$ cat src/hw/lcd_glyph_map.svh
// Constants for the glyph, icon and lamp register bank and its write bus.
// Assumes a 250 MHz core clock on both ends of the link.
`ifndef LCD_GLYPH_MAP_SVH
`define LCD_GLYPH_MAP_SVH

// ==========================================================
// Clock and timing
// ==========================================================
`define CLK_PERIOD_NS   4
`define CYC_MIN(ns)     (((ns) + `CLK_PERIOD_NS - 1) / `CLK_PERIOD_NS)
`define T_SETUP_NS      60
`define T_LOW_NS        150
`define T_HOLD_NS       50
`define T_CYCLE_NS      1850
`define T_CLEAR_US      10
`define T_RECOVER_NS    1000
`define CLK_FREQ_HZ     250000000
`define OSC_FREQ_HZ     33800
`define OSC_DIV_CYC     (`CLK_FREQ_HZ / `OSC_FREQ_HZ)
`define LAMP_HOLD_S     15
`define LAMP_HOLD_TICKS (`LAMP_HOLD_S * `OSC_FREQ_HZ)
`define FRAME_DIV_3LINE (13 * 26)
`define FRAME_DIV_2LINE (13 * 18)
`define BLINK_HALF_FRAMES 32

// ==========================================================
// Register offsets
// ==========================================================
`define ADDR_GLYPH_LAST  7'h1F
`define ADDR_ICON_SHOW_A 7'h20
`define ADDR_ICON_BLNK_A 7'h21
`define ADDR_ICON_SHOW_F 7'h22
`define ADDR_ICON_BLNK_F 7'h23
`define ADDR_DRIVE_LEVEL 7'h28
`define ADDR_FACTORY     7'h29
`define ADDR_LAMP        7'h2A
`define ADDR_HOME        7'h30
`define ADDR_SYMBOL_BASE 7'h60
`define ADDR_SYMBOL_LAST 7'h77

// ==========================================================
// Field positions and command codes
// ==========================================================
`define LAMP_EN_ONE    0
`define LAMP_EN_TWO    1
`define LAMP_TIM_ONE   2
`define LAMP_TIM_TWO   3
`define SYM_BLINK_BIT  5
`define CMD_HOME       4'h1
`define CMD_DISPLAY    4'h3
`define CMD_POWER_SAVE 4'h4
`define CMD_SETUP      4'h6
`define CMD_ADDR_BIT   7
`define GLYPH_LAST_ROW 3'h7

`endif

$ cat src/hw/lcd_glyph_pkg.sv
// Types shared by both ends of the glyph register bank link.
// Assumes the constants header is included by the modules that need it.
package lcd_glyph_pkg;

  // Host bus-cycle sequencer states.
  typedef enum logic [2:0] {
    H_CLEAR, H_RECOVER, H_IDLE, H_SETUP, H_LOW, H_HOLD, H_GAP
  } host_state_type;

  // Device state: synchronisers, registers and timebase.
  typedef struct packed {
    logic [12:0]      in_m;       // First synchroniser stage of the pins.
    logic [12:0]      in_s;       // Second synchroniser stage of the pins.
    logic             wr_p;       // Previous synchronised write strobe.
    logic             cs_p;       // Previous synchronised select.
    logic             ext_p;      // Previous synchronised oscillator pin.
    logic [6:0]       addr;       // Write address counter.
    logic [31:0][4:0] glyph;      // User glyph rows.
    logic [23:0][4:0] sym;        // Symbol dots, five per group.
    logic [23:0]      sym_blink;  // Blink enable per symbol group.
    logic [9:0]       icon_show;  // Static icon display enables.
    logic [9:0]       icon_blink; // Static icon blink enables.
    logic [4:0]       level;      // Drive level.
    logic [3:0]       lamp;       // Lamp control bits.
    logic [3:0]       disp;       // Cursor, blink, double, display on.
    logic [3:0]       setup;      // Line mode, flips, glyph select.
    logic             osc_on;     // Oscillator running.
    logic [12:0]      osc_cnt;    // Internal oscillator prescaler.
    logic [8:0]       frame_cnt;  // Oscillator ticks within a frame.
    logic [5:0]       blink_cnt;  // Frames within a blink half period.
    logic             blink_ph;   // Shared blink phase, 1 = dark half.
    logic [19:0]      hold_cnt;   // Timed lamp countdown.
    logic             frame_tick; // One-cycle frame pulse.
    logic [4:0]       pixels;     // Fetched glyph row.
    logic             from_rom;   // Fetch goes to the fixed ROM.
    logic [119:0]     sym_lit;    // Symbols lit this cycle.
    logic [9:0]       icon_lit;   // Icons lit this cycle.
  } dev_state_type;

  // Host state: bus cycle sequencer and oscillator source.
  typedef struct packed {
    host_state_type st;
    logic [11:0]    cnt;
    logic           cs_n;
    logic           wr_n;
    logic           a0;
    logic [7:0]     data;
    logic           clr_n;
    logic [6:0]     addr;
    logic           ext;
    logic [11:0]    ext_cnt;
  } host_state_type_s_type;

endpackage

$ cat src/hw/lcd_bus_if.sv
// Write-only parallel bus, reset pin, oscillator pin and lamp pins.
// Assumes both ends run on the same clk; the lamp wires resolve here.
`timescale 1ns/10ps
interface lcd_bus_if;
  logic       chip_select_low;     // Select, low active.
  logic       write_strobe_low;    // Write strobe, rising edge latches.
  logic       command_data_select; // 0 command, 1 data.
  logic [7:0] data;                // Write data.
  logic       chip_clear_in_n;     // Reset pin, low active.
  logic       ext_clock;           // External oscillator, high when unused.
  logic       lamp_out_one;        // Lamp one driven value.
  logic       lamp_oe_one;         // Lamp one drive enable.
  logic       lamp_out_two;        // Lamp two driven value.
  logic       lamp_oe_two;         // Lamp two drive enable.
  wire        lamp_drive_out_one;  // Resolved lamp one pin.
  wire        lamp_drive_out_two;  // Resolved lamp two pin.

  // An undriven lamp pin rests high through its lamp to the supply.
  assign lamp_drive_out_one = lamp_oe_one ? lamp_out_one : 1'b1;
  assign lamp_drive_out_two = lamp_oe_two ? lamp_out_two : 1'b1;

  modport device (
    input  chip_select_low, write_strobe_low, command_data_select, data,
    input  chip_clear_in_n, ext_clock,
    output lamp_out_one, lamp_oe_one, lamp_out_two, lamp_oe_two
  );
  modport host (
    output chip_select_low, write_strobe_low, command_data_select, data,
    output chip_clear_in_n, ext_clock,
    input  lamp_drive_out_one, lamp_drive_out_two
  );
endinterface

$ cat src/hw/lcd_glyph_device.sv
// Device end: write decoder, glyph, symbol, icon, drive and lamp registers.
// Assumes the host keeps bus-cycle timing and never writes the test slot.
//
// How it works
// RQ1 - Four user glyphs, 160 bits stored.
// RQ2 - Glyph code times eight gives row address.
// RQ3 - Low five bits are pixels, top ignored.
// RQ4 - Eighth row inverted under underline cursor.
// RQ5 - 120-bit symbol store, one bit each.
// RQ6 - One blink bit per five-dot group.
// RQ7 - Icon show and blink at 20H-23H.
// RQ8 - Five icon bits per byte, blink 1-2 Hz; two-line mode blinks at about 2.26 Hz.
// RQ9 - Five-bit drive level at 28H.
// RQ10 - Host never writes test slot 29H.
// RQ11 - Lamp enables and timer selects at 2AH.
// RQ12 - Lamp float, low, or timed low.
// RQ13 - Reset held 10 us, done within 1 us.
// RQ14 - Frame divides oscillator by 13x26 or 13x18.
// RQ15 - External oscillator 33.8 kHz or tied high.
// RQ16 - No bus access in retention sleep.
// RQ17 - Address counter increments after each data write.
// RQ18 - Codes 00H-03H from RAM or ROM.
// RQ19 - One blink phase shared by all blinking.
`timescale 1ns/10ps
`include "lcd_glyph_map.svh"
module lcd_glyph_device #(
  parameter int          EXT_CLOCK   = 0,                  // 1 uses the oscillator pin.
  parameter logic [12:0] OSC_DIV     = 13'(`OSC_DIV_CYC),  // clk cycles per oscillator tick.
  parameter logic [19:0] LAMP_TICKS  = 20'(`LAMP_HOLD_TICKS), // Timed lamp length in ticks.
  parameter logic [5:0]  BLINK_HALF  = 6'(`BLINK_HALF_FRAMES) // Frames per blink half.
) (
  input  wire logic         clk,
  input  wire logic         srst,
  lcd_bus_if.device         bus,
  input  wire logic [7:0]   fetch_code,     // Character code being drawn.
  input  wire logic [2:0]   fetch_row,      // Row of that character.
  input  wire logic         underline_here, // Underline cursor on this glyph.
  output logic [4:0]        fetch_pixels,   // Glyph row, registered.
  output logic              fetch_from_rom, // Code served by fixed ROM.
  output logic [119:0]      symbol_lit,     // Symbols lit, blink applied.
  output logic [9:0]        icon_lit,       // Static icons lit, blink applied.
  output logic [4:0]        drive_level,    // Selected drive level.
  output logic              display_on,     // Display on flag.
  output logic              two_line_mode,  // 1 = two-line, 1/18 duty.
  output logic              frame_tick,     // One pulse per frame.
  output logic              blink_phase     // Shared blink phase.
);
  import lcd_glyph_pkg::*;

  // ==========================================================
  // State
  // ==========================================================
  // Bits of the synchronised pin bundle above the data byte.
  localparam int PIN_WR  = 8;
  localparam int PIN_CS  = 9;
  localparam int PIN_A0  = 10;
  localparam int PIN_CLR = 11;
  localparam int PIN_EXT = 12;

  dev_state_type s_q;           // Registered state.
  dev_state_type s_d;           // Next state.
  logic          wr_evt;        // A write cycle ended this cycle.
  logic [7:0]    wd;            // Written byte.
  logic [6:0]    sym_idx;       // Symbol group from address.
  logic          osc_tick;      // One oscillator period passed.
  logic [8:0]    frame_last;    // Last tick count of a frame.
  logic [4:0]    row_mask;      // Inversion for the underline row.
  logic          lamp_hold;     // Timed lamp window open.

  // ==========================================================
  // Next state
  // ==========================================================
  // All storage moves through one copy so each field has one driver.
  always_comb begin
    s_d      = s_q;
    wd       = s_q.in_s[7:0];
    sym_idx  = s_q.addr - `ADDR_SYMBOL_BASE;
    // Every pin goes through two flops before any decoding reads it.
    s_d.in_m = {bus.ext_clock, bus.chip_clear_in_n, bus.command_data_select,
                bus.chip_select_low, bus.write_strobe_low, bus.data};
    s_d.in_s = s_q.in_m;
    s_d.wr_p = s_q.in_s[PIN_WR];
    s_d.cs_p = s_q.in_s[PIN_CS];
    s_d.ext_p = s_q.in_s[PIN_EXT];
    // Select is taken a cycle early, so one rising with the strobe still counts.
    wr_evt   = s_q.in_s[PIN_WR] & ~s_q.wr_p & ~s_q.cs_p;

    // RQ15 oscillator source choice
    if (EXT_CLOCK != 0) begin
      osc_tick = s_q.osc_on & s_q.in_s[PIN_EXT] & ~s_q.ext_p;
    end else begin
      osc_tick = s_q.osc_on & (s_q.osc_cnt == OSC_DIV - 13'h0001);
    end
    if (!s_q.osc_on || osc_tick) begin
      s_d.osc_cnt = 13'h0000;
    end else begin
      s_d.osc_cnt = s_q.osc_cnt + 13'h0001;
    end

    // RQ14 frame divider select
    frame_last     = s_q.setup[3] ? 9'(`FRAME_DIV_2LINE - 1) : 9'(`FRAME_DIV_3LINE - 1);
    s_d.frame_tick = 1'b0;
    if (osc_tick) begin
      if (s_q.frame_cnt >= frame_last) begin
        s_d.frame_cnt  = 9'h000;
        s_d.frame_tick = 1'b1;
      end else begin
        s_d.frame_cnt = s_q.frame_cnt + 9'h001;
      end
    end
    // RQ19 shared blink phase
    if (s_q.frame_tick) begin
      if (s_q.blink_cnt >= BLINK_HALF - 6'h01) begin
        s_d.blink_cnt = 6'h00;
        s_d.blink_ph  = ~s_q.blink_ph;
      end else begin
        s_d.blink_cnt = s_q.blink_cnt + 6'h01;
      end
    end

    // The timed lamp counts oscillator ticks, so it stops with the oscillator.
    if (osc_tick && s_q.hold_cnt != 20'h00000) begin
      s_d.hold_cnt = s_q.hold_cnt - 20'h00001;
    end

    if (wr_evt) begin
      if (s_q.in_s[PIN_A0]) begin
        // RQ17 address auto increment
        s_d.addr = s_q.addr + 7'h01;
        // RQ1 RQ2 RQ3 glyph row store
        if (s_q.addr <= `ADDR_GLYPH_LAST) begin
          s_d.glyph[s_q.addr[4:0]] = wd[4:0];
        end
        // RQ5 RQ6 symbol and blink store
        if (s_q.addr >= `ADDR_SYMBOL_BASE && s_q.addr <= `ADDR_SYMBOL_LAST) begin
          s_d.sym[sym_idx[4:0]]       = wd[4:0];
          s_d.sym_blink[sym_idx[4:0]] = wd[`SYM_BLINK_BIT];
        end
        // RQ7 RQ8 RQ9 RQ11 fixed-address registers
        case (s_q.addr)
          `ADDR_ICON_SHOW_A: s_d.icon_show[4:0]  = wd[4:0];
          `ADDR_ICON_BLNK_A: s_d.icon_blink[4:0] = wd[4:0];
          `ADDR_ICON_SHOW_F: s_d.icon_show[9:5]  = wd[4:0];
          `ADDR_ICON_BLNK_F: s_d.icon_blink[9:5] = wd[4:0];
          `ADDR_DRIVE_LEVEL: s_d.level           = wd[4:0];
          `ADDR_LAMP:        s_d.lamp            = wd[3:0];
          // The test slot and display text addresses store nothing here.
          default: ;
        endcase
      end else if (wd[`CMD_ADDR_BIT]) begin
        s_d.addr = wd[6:0];
      end else begin
        case (wd[7:4])
          `CMD_HOME: s_d.addr = `ADDR_HOME;
          `CMD_DISPLAY: begin
            s_d.disp = wd[3:0];
            // RQ12 timed lamp start
            if (wd[0]) begin
              s_d.hold_cnt = LAMP_TICKS;
            end
          end
          `CMD_POWER_SAVE: s_d.osc_on = wd[1];
          `CMD_SETUP:      s_d.setup  = wd[3:0];
          // No-op, power and test commands are ignored.
          default: ;
        endcase
      end
    end

    // RQ18 RAM or ROM fetch
    s_d.from_rom = ~(s_q.setup[0] && fetch_code[7:2] == 6'h00);
    // RQ4 underline row inversion
    row_mask = {5{underline_here && fetch_row == `GLYPH_LAST_ROW}};
    s_d.pixels = s_d.from_rom ? 5'h00 : (s_q.glyph[{fetch_code[1:0], fetch_row}] ^ row_mask);

    // RQ6 RQ19 symbol blink gating
    for (int g = 0; g < 24; g++) begin
      s_d.sym_lit[g*5 +: 5] = s_q.sym[g] & {5{~(s_q.sym_blink[g] & s_q.blink_ph)}};
    end
    // RQ8 RQ19 icon blink gating
    s_d.icon_lit = s_q.icon_show & ~(s_q.icon_blink & {10{s_q.blink_ph}});

    // RQ13 reset pin clears all but the synchronisers
    if (!s_q.in_s[PIN_CLR]) begin
      s_d       = '0;
      s_d.in_m  = {bus.ext_clock, bus.chip_clear_in_n, bus.command_data_select,
                   bus.chip_select_low, bus.write_strobe_low, bus.data};
      s_d.in_s  = s_q.in_m;
      s_d.wr_p  = 1'b1;
      s_d.cs_p  = 1'b1;
    end
  end

  // Register the whole state; the core reset forces all fields to zero.
  always_ff @(posedge clk) begin
    if (srst) begin
      s_q <= '0;
    end else begin
      s_q <= s_d;
    end
  end

  // ==========================================================
  // Outputs
  // ==========================================================
  // RQ12 lamp pin drive
  assign lamp_hold        = s_q.hold_cnt != 20'h00000;
  assign bus.lamp_out_one = 1'b0;
  assign bus.lamp_out_two = 1'b0;
  assign bus.lamp_oe_one  = s_q.lamp[`LAMP_EN_ONE] | (s_q.lamp[`LAMP_TIM_ONE] & lamp_hold);
  assign bus.lamp_oe_two  = s_q.lamp[`LAMP_EN_TWO] | (s_q.lamp[`LAMP_TIM_TWO] & lamp_hold);
  assign fetch_pixels     = s_q.pixels;
  assign fetch_from_rom   = s_q.from_rom;
  assign symbol_lit       = s_q.sym_lit;
  assign icon_lit         = s_q.icon_lit;
  assign drive_level      = s_q.level;
  assign display_on       = s_q.disp[0];
  assign two_line_mode    = s_q.setup[3];
  assign frame_tick       = s_q.frame_tick;
  assign blink_phase      = s_q.blink_ph;
endmodule

$ cat src/flat_wrapper.sv
// flat-port wrapper written by rule: the top's interface ports become plain ports
module lcd_glyph_device_flat import lcd_glyph_pkg::*;
#(
  parameter int          EXT_CLOCK   = 0,                                               
  parameter logic [12:0] OSC_DIV     = 13'(`OSC_DIV_CYC),                                    
  parameter logic [19:0] LAMP_TICKS  = 20'(`LAMP_HOLD_TICKS),                               
  parameter logic [5:0]  BLINK_HALF  = 6'(`BLINK_HALF_FRAMES)                          
)
  (clk, srst, fetch_code, fetch_row, underline_here, fetch_pixels, fetch_from_rom, symbol_lit, icon_lit, drive_level, display_on, two_line_mode, frame_tick, blink_phase, bus_chip_select_low, bus_write_strobe_low, bus_command_data_select, bus_data, bus_chip_clear_in_n, bus_ext_clock, bus_lamp_out_one, bus_lamp_oe_one, bus_lamp_out_two, bus_lamp_oe_two);
  lcd_bus_if bus_i ();
  input  wire logic clk;
  input  wire logic srst;
  input  wire logic [7:0] fetch_code;
  input  wire logic [2:0] fetch_row;
  input  wire logic underline_here;
  output logic [4:0] fetch_pixels;
  output logic fetch_from_rom;
  output logic [119:0] symbol_lit;
  output logic [9:0] icon_lit;
  output logic [4:0] drive_level;
  output logic display_on;
  output logic two_line_mode;
  output logic frame_tick;
  output logic blink_phase;
  input wire logic [$bits(bus_i.chip_select_low)-1:0] bus_chip_select_low;
  input wire logic [$bits(bus_i.write_strobe_low)-1:0] bus_write_strobe_low;
  input wire logic [$bits(bus_i.command_data_select)-1:0] bus_command_data_select;
  input wire logic [$bits(bus_i.data)-1:0] bus_data;
  input wire logic [$bits(bus_i.chip_clear_in_n)-1:0] bus_chip_clear_in_n;
  input wire logic [$bits(bus_i.ext_clock)-1:0] bus_ext_clock;
  output wire logic [$bits(bus_i.lamp_out_one)-1:0] bus_lamp_out_one;
  output wire logic [$bits(bus_i.lamp_oe_one)-1:0] bus_lamp_oe_one;
  output wire logic [$bits(bus_i.lamp_out_two)-1:0] bus_lamp_out_two;
  output wire logic [$bits(bus_i.lamp_oe_two)-1:0] bus_lamp_oe_two;
  assign bus_i.chip_select_low = bus_chip_select_low;
  assign bus_i.write_strobe_low = bus_write_strobe_low;
  assign bus_i.command_data_select = bus_command_data_select;
  assign bus_i.data = bus_data;
  assign bus_i.chip_clear_in_n = bus_chip_clear_in_n;
  assign bus_i.ext_clock = bus_ext_clock;
  assign bus_lamp_out_one = bus_i.lamp_out_one;
  assign bus_lamp_oe_one = bus_i.lamp_oe_one;
  assign bus_lamp_out_two = bus_i.lamp_out_two;
  assign bus_lamp_oe_two = bus_i.lamp_oe_two;
  lcd_glyph_device #(.EXT_CLOCK(EXT_CLOCK), .OSC_DIV(OSC_DIV), .LAMP_TICKS(LAMP_TICKS), .BLINK_HALF(BLINK_HALF)) u_core (.clk(clk), .srst(srst), .bus(bus_i), .fetch_code(fetch_code), .fetch_row(fetch_row), .underline_here(underline_here), .fetch_pixels(fetch_pixels), .fetch_from_rom(fetch_from_rom), .symbol_lit(symbol_lit), .icon_lit(icon_lit), .drive_level(drive_level), .display_on(display_on), .two_line_mode(two_line_mode), .frame_tick(frame_tick), .blink_phase(blink_phase));
endmodule
$ cat config.mk
export PLATFORM = sky130hd
export DESIGN_NAME = lcd_glyph_device_flat
export DESIGN_NICKNAME = d
export VERILOG_FILES = /design/src/hw/lcd_glyph_pkg.sv /design/src/hw/lcd_bus_if.sv /design/src/hw/lcd_glyph_device.sv /design/src/flat_wrapper.sv
export VERILOG_INCLUDE_DIRS = /design/src /design/src/hw
export SDC_FILE = /design/constraint.sdc
export NUM_CORES = 1
export LEC_CHECK = 0
export BUFFER_PORTS_ARGS = -buffer_cell sky130_fd_sc_hd__buf_2
export CAP_MARGIN = 40
export CELL_PAD_IN_SITES_DETAIL_PLACEMENT = 0
export CELL_PAD_IN_SITES_GLOBAL_PLACEMENT = 1
export CORE_ASPECT_RATIO = 1.75
export CORE_MARGIN = 5
export CORE_UTILIZATION = 49
export CTS_BUF_LIST = sky130_fd_sc_hd__clkbuf_8
export CTS_CLUSTER_SIZE = 12
export DETAILED_ROUTE_END_ITERATION = 8
export GPL_ROUTABILITY_DRIVEN = 0
export PLACE_DENSITY_LB_ADDON = 0.1
export SETUP_SLACK_MARGIN = 0.05
export SYNTH_ARGS = -nofsm -noshare
export SYNTH_HDL_FRONTEND = slang
export SYNTH_SLANG_ARGS = --single-unit
$ cat constraint.sdc
create_clock -name clk -period 2.5 [get_ports clk]
set_input_delay 0.125 -clock clk [delete_from_list [all_inputs] [get_ports clk]]
set_output_delay 0.125 -clock clk [all_outputs]
set_load 0.05 [all_outputs]
# After elaboration in Yosys (flattened, before gate mapping)
# Index checks and enable logic that the tools add are counted.
# totals
inputBits	27
word_cells	274
regBits	563
out_inout_bits	149
# op_classes
n_bitwise	91
n_eq_ne	12
mux	46
reduce_logical	28
order_cmp	10
addsub	6
# op_table
operator	n
$mux W538	1
$mux W349	1
$mux W333	1
$bwmux W160	1
$mux W160	1
$mux W144	1
$and A5 B5 Y5	24
$bwmux W120	1
$mux W20	6
$demux W5 S5	2
$mux W5	9
$mux W9	5
$eq A7 B6 Y1 const B	6
$not A1 Y1	32
$and A1 B1 Y1	29
$mux W7	4
$bmux W5 S5	1
$bwmux W24	1
$reduce_and A3 Y1	8
$and A10 B10 Y10	2
$reduce_bool A20 Y1	1
$sub A20 B1 Y20 const B	1
$lt A5 B6 Y1 const B	3
$add A13 B1 Y13 const B	1
32 further kinds	51

# Longest topological paths before layout
# logic_depth
ltp_word	10
ltp_mapped	8
depth_no_buf	7

# Worst setup path after synthesis
# OpenSTA, ideal clock, no wires.
# synth_timing
path_kind	flip-flop to flip-flop
start	reg u_core.s_q (netlist bit u_core.two_line_mode)
end	reg u_core.s_q[165] (netlist bit)
stages_incl_launch_ff	8
synth_period_minus_slack_ns	2.121
t_required_ns	2.353
n_path_buf	0
setup_time_ns	0.147
arrival_time_ns	1.973
path_slack_ns	0.379
cell_sequence	dfxtp_1 -> inv_1 -> ha_1 -> nand2_1 -> o21ai_0 -> a21oi_1 -> o311ai_2 -> a211oi_1
# synth_between
elab_chain_cells	3
# synth_rtl
element	line	rtl
from (decl)	lcd_glyph_device.sv:60	dev_state_type s_q;
from (signal assigned)	lcd_glyph_device.sv:197	s_q <= '0;
from (signal assigned)	lcd_glyph_device.sv:199	s_q <= s_d;
$mux W9	lcd_glyph_device.sv:101	frame_last = s_q.setup[3] ? 9'(`FRAME_DIV_2LINE - 1) : 9'(`FRAME_DIV_3LINE - 1);
$ge A9 B9 Y1	lcd_glyph_device.sv:104	if (s_q.frame_cnt >= frame_last) begin
$mux W9	lcd_glyph_device.sv:104	
# No other way between the ends.
# A chain may end at the register's enable or synchronous reset.

# Final worst setup path
# layout_timing
start	reg u_core.s_q[143] (netlist bit)
end	out bus_lamp_oe_two
# layout_between
elab_chain_cells	3
# layout_rtl
element	line	rtl
$reduce_bool A20 Y1	lcd_glyph_device.sv:207	assign lamp_hold = s_q.hold_cnt != 20'h00000;
$and A1 B1 Y1	lcd_glyph_device.sv:211	assign bus.lamp_oe_two = s_q.lamp[`LAMP_EN_TWO] | (s_q.lamp[`LAMP_TIM_TWO] & lamp_hold);
$or A1 B1 Y1	lcd_glyph_device.sv:211	
to (decl)	flat_wrapper.sv:34	output wire logic [$bits(bus_i.lamp_oe_two)-1:0] bus_lamp_oe_two;
# No other way between the ends.

==> summary.txt <==
Layout
  • Commonest non-fill, non-tap cell in the layout: dfxtp_1
  • Finished Layout Cells: 2899
  • Multi-input gate area: 9505 um^2
  • Final net count: 2307
  • Fill cells: between 4000 and 5000
  • Final instance area: 24950 um^2
  • Most frequent cells in the layout: dfxtp_1, nor2_1, mux2i_1
  • FF/Latch Area: around 11000 um^2
  • Area Growth Syn to Fin: 11.76%
  • Layout cells sized above 1: 19.73%

Worst setup path
  • Required time of the critical path: around 2.4 ns
  • WS Path Type: flop to output port
  • Worst Path Max Fanout: 5
  • Setup slack, reg-to-reg: 0.22 ns
  • CP arrival: 2.22 ns
  • CP Launch Type: flop
  • CP Capture Type: output port

Logic synthesis
  • Ys flop type: dfxtp_1
  • Sequential-to-total area share from yosys stat: between 40% and 50%
  • Number of synthesized flops with an enable pin: 0
  • Yosys warnings: 0
  • Synth Register Bits: 556
  • Post-synthesis cell count: 2203
  • Top cells by area, synth: dfxtp_1, mux2i_1, nor2_1
  • Cell variety after synth: 67
  • Synthesized area: 22330 um^2
  • Syn Area/Cell: 10.13 um^2
  • Post-synth ARST share: 0%
  • Post-synth top area cell: dfxtp_1
  • Synth top area share: 49.86%

Global route
  • First-pass GRT wire length: between 80000 and 90000 um
  • Global-route usage over all layers: 20.65%
  • Vias in the first global route: 15414
  • Largest net degree at the start of global routing: between 60 and 70
  • Total grt overflow: 0
  • Initial antenna violation count: 1

Floorplan
  • Die extent in y: 292.4 um
  • DIE AREA: 50100 um^2
  • Die W: 171.4 um
  • Initial Util: 49.50%
  • FP Rows: 103
  • # IOs: about 180
  • Total core area: 45110 um^2

Timing
  • Max-slew violation count: 0
  • Min Clock Period, post-route: 2.349 ns
  • Unrepaired setup endpoints after global routing: false
  • Setup TNS: 0 ns
  • Setup violations, final: 0
  • Number of hold violations in the final report: 0
  • Worst-Margin Slew: approximately 0.88 ns
  • Hold slack: 0.09377 ns
  • Ratio of final minimum period to clock period: 93.94%
  • Clock skew: 0.02452 ns
  • Slew headroom: 41.32%
  • Max Freq: 425.8 MHz

Clock tree
  • CTS max path bufs: 3
  • Reg clk slew, reported paths: 0.06 ns
  • CTS tree: built
  • # clock sinks: about 560
  • Skew-Pair Late Insertion Delay: 0.66 ns
  • CTS Buf Count: 79
  • H-tree levels: 3
  • CTS Root Cell: clkbuf_8

Place
  • Placed Area: 22840 um^2
  • HPWL Detailed: 35010 um
  • Buffers added on ports: 172
  • Placed insts: about 2700

Route
  • Vias per cell: approximately 5.3
  • Avg WL per Cell: 17.88 um
  • Post-route DRC: 0
  • Drt pass-1 iters: 5
  • Routed wire length: approximately 52000 um
  • Via Count: 15225
  • Initial drt markers: about 750
  • Antenna viol nets, final: 0

Power
  • Peak VDD IR: 0.4316 mV
  • Overall Power: 16870 uW
  • Pwr Density: 676.2 nW/um^2
  • Leak Pwr: between 0.01 and 0.015 uW

Job
  • Total of max-cap violations: 0

Status
  • Status: completed

Min path
  • HP Class: input port to flop
## cell usage after synthesis (all sizes together), types with 8 or more instances
| cell | number |
|---|---|
| and4b | 8 |
| nor2b | 30 |
| a31oi | 14 |
| or4 | 9 |
| nor2 | 349 |
| or3 | 18 |
| o31ai | 12 |
| and2 | 124 |
| nand2 | 66 |
| mux4 | 40 |
| xnor2 | 9 |
| o21ai | 30 |
| nor4 | 8 |
| nand4 | 28 |
| inv | 17 |
| ha | 15 |
| nand2b | 9 |
| clkbuf | 120 |
| a21oi | 69 |
| nand3 | 67 |
| xor2 | 15 |
| mux2i | 306 |
| dfxtp | 556 |
| and3 | 16 |
| and4 | 9 |
| nor3 | 18 |
| buf | 178 |
| o22ai | 11 |
## worst paths after layout
| check | from | to | depth (start not counted) |
|---|---|---|---|
| worst max-delay path | u_core.s_q[143] | bus_lamp_oe_two | 5 |
| worst min-delay path | fetch_code[3] | u_core.fetch_pixels[3] | 5 |
| worst max register to register | u_core.s_q[532] | flop | 5 |
| worst min register to register | u_core.s_q[553] | u_core.s_q[540] | 1 |
## what timing repair did
item | 4_1_cts | 5_1_grt
setup buffers | 3 | 3
pin swaps | 3 | 3
hold endpoints to repair | 25 | 0
endpoints found under the setup margin | 2 | 15
hold buffers | 31 | 0
resized for setup | 7 | 1
## cell families (layout without fill, tap and decap cells)
kind of cell	count (synthesis)	in the layout	share of synthesized area [%]
AND/OR/NAND/NOR	779	779	18.06
XOR/XNOR	24	24	0.9416
buffers and inverters	315	432	7.863
flip-flops	556	556	49.86
multiplexers	349	349	17.91
AO/OA/AOI/OAI	164	164	4.517
adder cells (fa/ha/maj)	15	15	0.8407
other	1	3	0.01680
## worst max-delay path: stages, from the launching register on
cell     delay (ns)
dfxtp_1        0.36
nor4_4         0.34
nand2_2        0.09
or3_4          0.40
a21o_1         0.19
buf_2          0.21
## layer usage
layer | vias to the layer above | routed length (um) | global-route usage [%]
li1 | 7485 | - | -
met1 | 7328 | 21220 | 24.53
met2 | 318 | 27130 | 37.69
met3 | 94 | 2121 | 3.011
met4 | 0 | 1379 | 7.001
met5 | - | 0 | 0
## final cells by class
cell class	count	share of cell area, %
sequential	556	44.64
multi-input combinational	1333	38.10
timing repair buffer	278	7.302
clock buffer	102	5.627
tap	577	2.894
clock inverter	35	1.178
inverter	17	0.2558
antenna	1	0.01003
## where the power goes
part | total (uW) | internal, uW | leakage (uW) | switching (uW)
clock network | 7550 | 4110 | 0.000952 | 3440
logic | 412 | 154 | 0.00477 | 258
registers | 8910 | 8880 | 0.00448 | 27.9
## per-stage QoR
step / setup slack (ns) / util (%)
5_1_grt: 0.05092 / 55.31
3_3_place_gp: 0.2050 / 50.64
6_report: 0.1514 / 55.31
4_1_cts: 0.05114 / 55.24
2_1_floorplan: 0.3791 / -
3_5_place_dp: 0.1752 / 50.64
Power figures use the tool's default switching activity.
